==> src/rtl/hpc_pkg.sv <==
// Purpose: Constants for the hub port configuration register slice
// Assumes: Byte-wide register port, offsets are register indices
// Notes: Field positions and multi-bit reset values live here; single-bit resets are 1'b0 literals
`default_nettype none
package hpc_pkg;
    localparam logic [7:0] HPC_OFS_REMOVABLE = 8'h07;
    localparam logic [7:0] HPC_OFS_PORT_USED = 8'h08;
    localparam logic [7:0] HPC_OFS_DEV_CFG2 = 8'h0a;
    localparam int HPC_PORTS = 4;
    localparam int HPC_BIT_RMBL_CUSTOM = 7;
    localparam int HPC_BIT_CHG_CUSTOM = 6;
    localparam int HPC_BIT_HI_CUR = 4;
    localparam int HPC_CFG2_RSVD_BIT = 7;
    localparam logic [3:0] HPC_USED_RESET = 4'hf;
    localparam logic [3:0] HPC_ZERO4 = 4'h0;
    localparam logic [2:0] HPC_ZERO3 = 3'h0;
    localparam logic [7:0] HPC_ZERO8 = 8'h00;
endpackage : hpc_pkg
`default_nettype wire

==> src/rtl/hpc_gated_field.sv <==
// Purpose: One customisable field: OTP value unless customised, else stored
// Assumes: Single clock domain, write strobe one cycle
// Notes: Stored value keeps its content while not customised
`default_nettype none
module hpc_gated_field #(
    parameter int W = 4,
    parameter logic [W-1:0] RST = '0
) (
    input wire logic clk,
    input wire logic rst,
    input wire logic ce,
    input wire logic custom_next,
    input wire logic wr,
    input wire logic [W-1:0] wdata,
    input wire logic [W-1:0] otp_value,
    output logic [W-1:0] value
);
    logic [W-1:0] field_reg;
    logic [W-1:0] field_next;
    // Gate uses the post-write custom bit so both can change in one access
    assign field_next = (wr && custom_next) ? wdata : field_reg;
    always_ff @(posedge clk or posedge rst) begin
        if (rst) begin
            field_reg <= RST;
        end else if (ce) begin
            field_reg <= field_next;
        end
    end
    assign value = custom_next ? field_next : otp_value;
endmodule : hpc_gated_field
`default_nettype wire

==> src/rtl/hpc_regs.sv <==
// Purpose: Removable, port-used and second device configuration registers
// Assumes: Byte register port from SMBus slave or EEPROM loader, same clock
// Notes: OTP inputs are static straps from same-clock logic, not synchronised
`default_nettype none
module hpc_regs
    import hpc_pkg::*;
(
    input wire logic CLOCK,
    input wire logic RESET,
    input wire logic CE,
    input wire logic REG_WR,
    input wire logic REG_RD,
    input wire logic [7:0] REG_ADDR,
    input wire logic [7:0] REG_WDATA,
    input wire logic [3:0] OTP_NON_REMOVABLE,
    input wire logic [3:0] OTP_PORT_USED,
    input wire logic [3:0] OTP_LEGACY_SPEED_ONLY,
    input wire logic OTP_HIGH_CURRENT,
    input wire logic [3:0] LEGACY_SPEED_ONLY_SET,
    output logic [7:0] REG_RDATA,
    output logic [3:0] PORT_REMOVABLE,
    output logic [3:0] PORT_ENABLE,
    output logic [3:0] PORT_USB2_ENABLE,
    output logic [3:0] PORT_LEGACY_SPEED_ONLY,
    output logic HIGH_CURRENT_DIVIDER_SELECT
);
    logic removable_custom_enable_reg;
    logic removable_custom_enable_next;
    logic charging_custom_enable_reg;
    logic charging_custom_enable_next;
    logic [7:0] rdata_next;
    logic [3:0] removable_value;
    logic [3:0] used_value;
    logic [3:0] legacy_reg;
    logic [3:0] legacy_next;
    logic [3:0] legacy_value;
    logic [0:0] hi_cur_value;
    logic wr_removable;
    logic wr_used;
    logic wr_cfg2;
    logic sel_removable;
    logic sel_used;
    logic sel_cfg2;

    assign sel_removable = (REG_ADDR == HPC_OFS_REMOVABLE);
    assign sel_used = (REG_ADDR == HPC_OFS_PORT_USED);
    assign sel_cfg2 = (REG_ADDR == HPC_OFS_DEV_CFG2);
    assign wr_removable = REG_WR && sel_removable;
    assign wr_used = REG_WR && sel_used;
    assign wr_cfg2 = REG_WR && sel_cfg2;

    assign removable_custom_enable_next = wr_removable ?
        REG_WDATA[HPC_BIT_RMBL_CUSTOM] : removable_custom_enable_reg;
    assign charging_custom_enable_next = wr_cfg2 ?
        REG_WDATA[HPC_BIT_CHG_CUSTOM] : charging_custom_enable_reg;

    // Removable field; OTP path is inverted non-removable
    hpc_gated_field #(.W(HPC_PORTS), .RST(HPC_ZERO4)) u_removable (
        .clk(CLOCK),
        .rst(RESET),
        .ce(CE),
        .custom_next(removable_custom_enable_next),
        .wr(wr_removable),
        .wdata(REG_WDATA[HPC_PORTS-1:0]),
        .otp_value(~OTP_NON_REMOVABLE),
        .value(removable_value)
    );

    hpc_gated_field #(.W(HPC_PORTS), .RST(HPC_USED_RESET)) u_used (
        .clk(CLOCK),
        .rst(RESET),
        .ce(CE),
        .custom_next(removable_custom_enable_next),
        .wr(wr_used),
        .wdata(REG_WDATA[HPC_PORTS-1:0]),
        .otp_value(OTP_PORT_USED),
        .value(used_value)
    );

    // Legacy field has no mapped offset; loader sets bits by strobe only while the removable custom enable is set, reset clears
    // Own store here: ORing into the shared field's output would loop combinationally
    assign legacy_next = removable_custom_enable_next ?
        (legacy_reg | LEGACY_SPEED_ONLY_SET) : legacy_reg;
    assign legacy_value = removable_custom_enable_next ?
        legacy_next : OTP_LEGACY_SPEED_ONLY;

    always_ff @(posedge CLOCK or posedge RESET) begin
        if (RESET) begin
            legacy_reg <= HPC_ZERO4;
        end else if (CE) begin
            legacy_reg <= legacy_next;
        end
    end

    hpc_gated_field #(.W(1), .RST(1'b0)) u_hi_cur (
        .clk(CLOCK),
        .rst(RESET),
        .ce(CE),
        .custom_next(charging_custom_enable_next),
        .wr(wr_cfg2),
        .wdata(REG_WDATA[HPC_BIT_HI_CUR]),
        .otp_value(OTP_HIGH_CURRENT),
        .value(hi_cur_value)
    );

    // Unmapped addresses read zero; only named bits ever change
    always_comb begin
        rdata_next = HPC_ZERO8;
        if (sel_removable) begin
            rdata_next = {removable_custom_enable_next, HPC_ZERO3, removable_value};
        end else if (sel_used) begin
            rdata_next = {HPC_ZERO4, used_value};
        end else if (sel_cfg2) begin
            rdata_next[HPC_BIT_CHG_CUSTOM] = charging_custom_enable_next;
            rdata_next[HPC_BIT_HI_CUR] = hi_cur_value[0];
        end
    end

    always_ff @(posedge CLOCK or posedge RESET) begin
        if (RESET) begin
            removable_custom_enable_reg <= 1'b0;
            charging_custom_enable_reg <= 1'b0;
            REG_RDATA <= HPC_ZERO8;
            PORT_REMOVABLE <= HPC_ZERO4;
            PORT_ENABLE <= HPC_USED_RESET;
            PORT_USB2_ENABLE <= HPC_USED_RESET;
            PORT_LEGACY_SPEED_ONLY <= HPC_ZERO4;
            HIGH_CURRENT_DIVIDER_SELECT <= 1'b0;
        end else if (CE) begin
            removable_custom_enable_reg <= removable_custom_enable_next;
            charging_custom_enable_reg <= charging_custom_enable_next;
            if (REG_RD) begin
                REG_RDATA <= rdata_next;
            end
            PORT_REMOVABLE <= removable_value;
            PORT_ENABLE <= used_value;
            PORT_USB2_ENABLE <= used_value | legacy_value;
            PORT_LEGACY_SPEED_ONLY <= legacy_value;
            HIGH_CURRENT_DIVIDER_SELECT <= hi_cur_value[0];
        end
    end
endmodule : hpc_regs
`default_nettype wire

==> config.mk <==
export PLATFORM = sky130hd
export DESIGN_NAME = hpc_regs
export DESIGN_NICKNAME = d
export VERILOG_FILES = /design/src/rtl/hpc_pkg.sv /design/src/rtl/hpc_gated_field.sv /design/src/rtl/hpc_regs.sv
export SDC_FILE = /design/constraint.sdc
export NUM_CORES = 1
export LEC_CHECK = 0
export BUFFER_PORTS_ARGS = -buffer_cell sky130_fd_sc_hd__buf_4
export CORE_UTILIZATION = 50
export DETAILED_ROUTE_END_ITERATION = 8
export GPL_TIMING_DRIVEN = 0
export PLACE_DENSITY_LB_ADDON = 0.2
export SYNTH_ARGS = -nofsm -noshare
export SYNTH_HDL_FRONTEND = slang
export SYNTH_SLANG_ARGS = --single-unit
==> constraint.sdc <==
create_clock -name CLOCK -period 2.18 [get_ports CLOCK]
set_input_delay 0.218 -clock CLOCK [delete_from_list [all_inputs] [get_ports CLOCK]]
set_output_delay 0.218 -clock CLOCK [all_outputs]
set_load 0.01 [all_outputs]
==> metrics.md <==
| Metric | Value |
|---|---|
| Max cap viols | `0` |
| Post-synth top area share | `35.13%` |
| Min cycle time layout | `1.918 ns` |
| Critical Path AT | `2.08 ns` |
| Peak Freq | `0.5215 GHz` |
| WL final | `4.319 mm` |
| Status | `complete, no violations` |
| PortBufs | `59` |
| Pin count of the biggest net entering global routing | `40` |
| Avg Inst Size Synth | `11.05 µm²` |
| Unrepaired setup endpoints after global routing | `false` |
| Power density over the cells | `645.2 mW/mm²` |
| Std cell rows | `22` |
| Critical Path Fanout Max | `10` |
| Distinct cells, synth | `37` |
| Synth async-reset ratio | `100.0%` |
| Slew HR | `47.49%` |
| Clk_lat worst skew | `0.30 ns` |
| Largest register FFs | `7` |
| Hpwl dp | `3.173 mm` |
| Routed wire per std cell | `14.94 µm` |
| Clk_skew | `0.003060 ns` |
| Critical path capture point type | `register` |
| Reg clk slew, reported paths | `0.08 ns` |
| Top cells by count, synth | `27 x dfrtp_1, 15 x inv_1, 14 x mux2_2` |
| Peak supply drop | `0.4380 mV` |
| DIE AREA | `0.004098 mm²` |
| Worst Tran Pin Value | `0.7865 ns` |
| Post-Syn Area | `0.001923 mm²` |
| Core Box Area | `0.003661 mm²` |
| Crit. Startpoint | `REG_ADDR[5]` |
| H-tree depth | `2` |
| Worst setup SP type | `input port` |
| DP Cell Count | `281` |
| Post-synthesis cell count | `174` |
| Register bank with the most flops | `REG_RDATA` |
| Initial cell density of the core | `52.53%` |
| DRC | `0` |
| Worst-case clock buffer depth | `2` |
| Most common cell in the synthesized netlist | `dfrtp_1` |
| Die H | `64.02 µm` |
| Syn nets | `212` |
| IO Pins | `63` |
| Ys Warns | `0` |
| Post-synth top flop | `dfrtp_1` |
| Antenna violations before repair | `0` |
| Fin Setup TNS | `0 ns` |
| CTS Buf Count | `5` |
| Total grt overflow | `0` |
| Vias | `1,569` |
| Post-CTS setup buffer count | `0` |
| FF+latch count, synth | `39` |
| Critical path required time | `2.34 ns` |
| Final hold vios | `0` |
| DR pass1 iterations | `4` |
| Tot GR Track Use | `23.59%` |
| Cell taking the most area after synthesis | `dfrtp_1` |
| Slew Limit Fails | `0` |
| CTS Hold Bufs | `0` |
| First-pass GRT wire length | `7.203 mm` |
| NumNets Final | `278` |
| Routed vias/inst | `5.429` |
| Drt first-iter violations | `90` |
| Power Total | `1619 µW` |
| CTS tree | `done` |
| Fill cell count | `296` |
| Gp weighted congestion | `0.8021` |
| Number of global-route vias before repair | `1,510` |
| Non-filler cells, final | `289` |
| Sequential Area | `991.0 µm²` |
| Worst r2r src | `removable_custom_enable_reg` |
| Cts repair resizes | `0` |
| Finished Core Util | `68.56%` |
| Final setup vio count | `0` |
| Clock Sinks | `39` |
| Tcrit/Tclk final | `87.97%` |
| Root Driver | `clkbuf_8` |
| Antenna-violating nets left | `0` |
| Post-synth EDFFs | `0` |
| Die X-Extent | `64.02 µm` |
| Hold Crit Class | `in2async` |
| Post-synthesis sequential area ratio | `51.53%` |
| Layout area overhead | `30.51%` |
| N_diodes | `0` |
| Setup CP Type | `in2reg` |
| Synth area leaders | `dfrtp_1 35%, dfstp_2 16%, mux2_2 8.2%, mux2i_1 4.7%, o221ai_1 3.6%` |
| Pleak | `0.001185 µW` |
| Area of the multi-input gates | `813.3 µm²` |
| Layout cells sized above 1 | `43.98%` |
==> layer usage <==
| layer | share of wire (%) | wire length (µm) | vias up | track usage [%] |
|---|---|---|---|---|
| li1 | - | - | 773 | - |
| met1 | 45 | 1956 | 736 | 32.98 |
| met2 | 47 | 2050 | 53 | 36.44 |
| met3 | 5.7 | 247 | 7 | 4.464 |
| met4 | 1.5 | 64 | 0 | 8.523 |
| met5 | 0 | 0 | - | 0 |
==> kinds of logic after synthesis <==
| group | count (synthesis) | share of synthesized area [%] |
|---|---|---|
| mux | 23 | 12.88 |
| other cells | 1 | 0.1950 |
| buf+inv | 25 | 6.181 |
| flops | 39 | 51.53 |
| compound gates | 42 | 15.55 |
| simple gates | 44 | 13.66 |
==> power breakdown <==
group	switching (µW)	leakage, µW	internal (µW)
logic	175	0.000682	162
clock network	256	0.0000477	219
registers	25.3	0.000456	783
total	456	0.00119	1160
==> worst max-delay path, cell delays in order <==
cell,delay [ns]
buf_4,0.12
nor4_4,0.42
a31oi_1,0.28
nor2_1,0.55
buf_2,0.34
o221ai_1,0.15
==> stage by stage <==
stage / area (µm²) / hold slack, ns / setup WS (ns)
global placement: 2426 / 0.4593 / 0.002136
CTS: 2510 / 0.1027 / 0.2724
floorplan: 1923 / 0.3651 / 0.4576
detailed placement: 2426 / 0.4215 / -0.02781
finish: 2510 / 0.06897 / 0.2623
global route: 2510 / 0.1514 / 0.08192
==> worst paths after layout <==
check                                       endpoint  slack, ns  cells past startpoint
max reg2reg                      u_used.field_reg[3]       0.33                      5
min                                     REG_RDATA[3]       0.07                      2
max                        PORT_LEGACY_SPEED_ONLY[1]       0.26                      6
max in group asynchronous          PORT_REMOVABLE[0]       1.61                      2
min reg2reg                           PORT_ENABLE[3]       0.47                      2
min in group CLOCK                u_hi_cur.field_reg       0.16                      2
==> layout make-up <==
cell class | instances | area share (%)
plain buffers | 10 | 2.493
clock buffers | 5 | 2.742
clock inverters | 3 | 0.5982
inverters | 15 | 2.243
multi-input cells | 110 | 32.40
flip-flops and latches | 39 | 39.48
well taps | 48 | 2.393
repair buffers | 59 | 17.65
==> cell usage in the layout (no fill, tap or decap), types with 2 or more instances in the layout <==
cell type and n:
a31o_2 4, o221ai_1 8, and3_1 2, clkbuf_1 5, nor3b_1 2, o31ai_1 4
nand3_1 8, nand2_1 12, clkinv_2 3, dfrtp_1 27, nor2_1 6, o22ai_1 4
buf_4 60, a22oi_1 4, o21a_1 4, nor4_1 4, buf_2 2, dfstp_2 12
and4_1 2, a21oi_1 5, clkbuf_8 5, inv_1 14, mux2i_1 9, o21ai_0 6
mux2_2 14
Power figures use the tool's default switching activity.
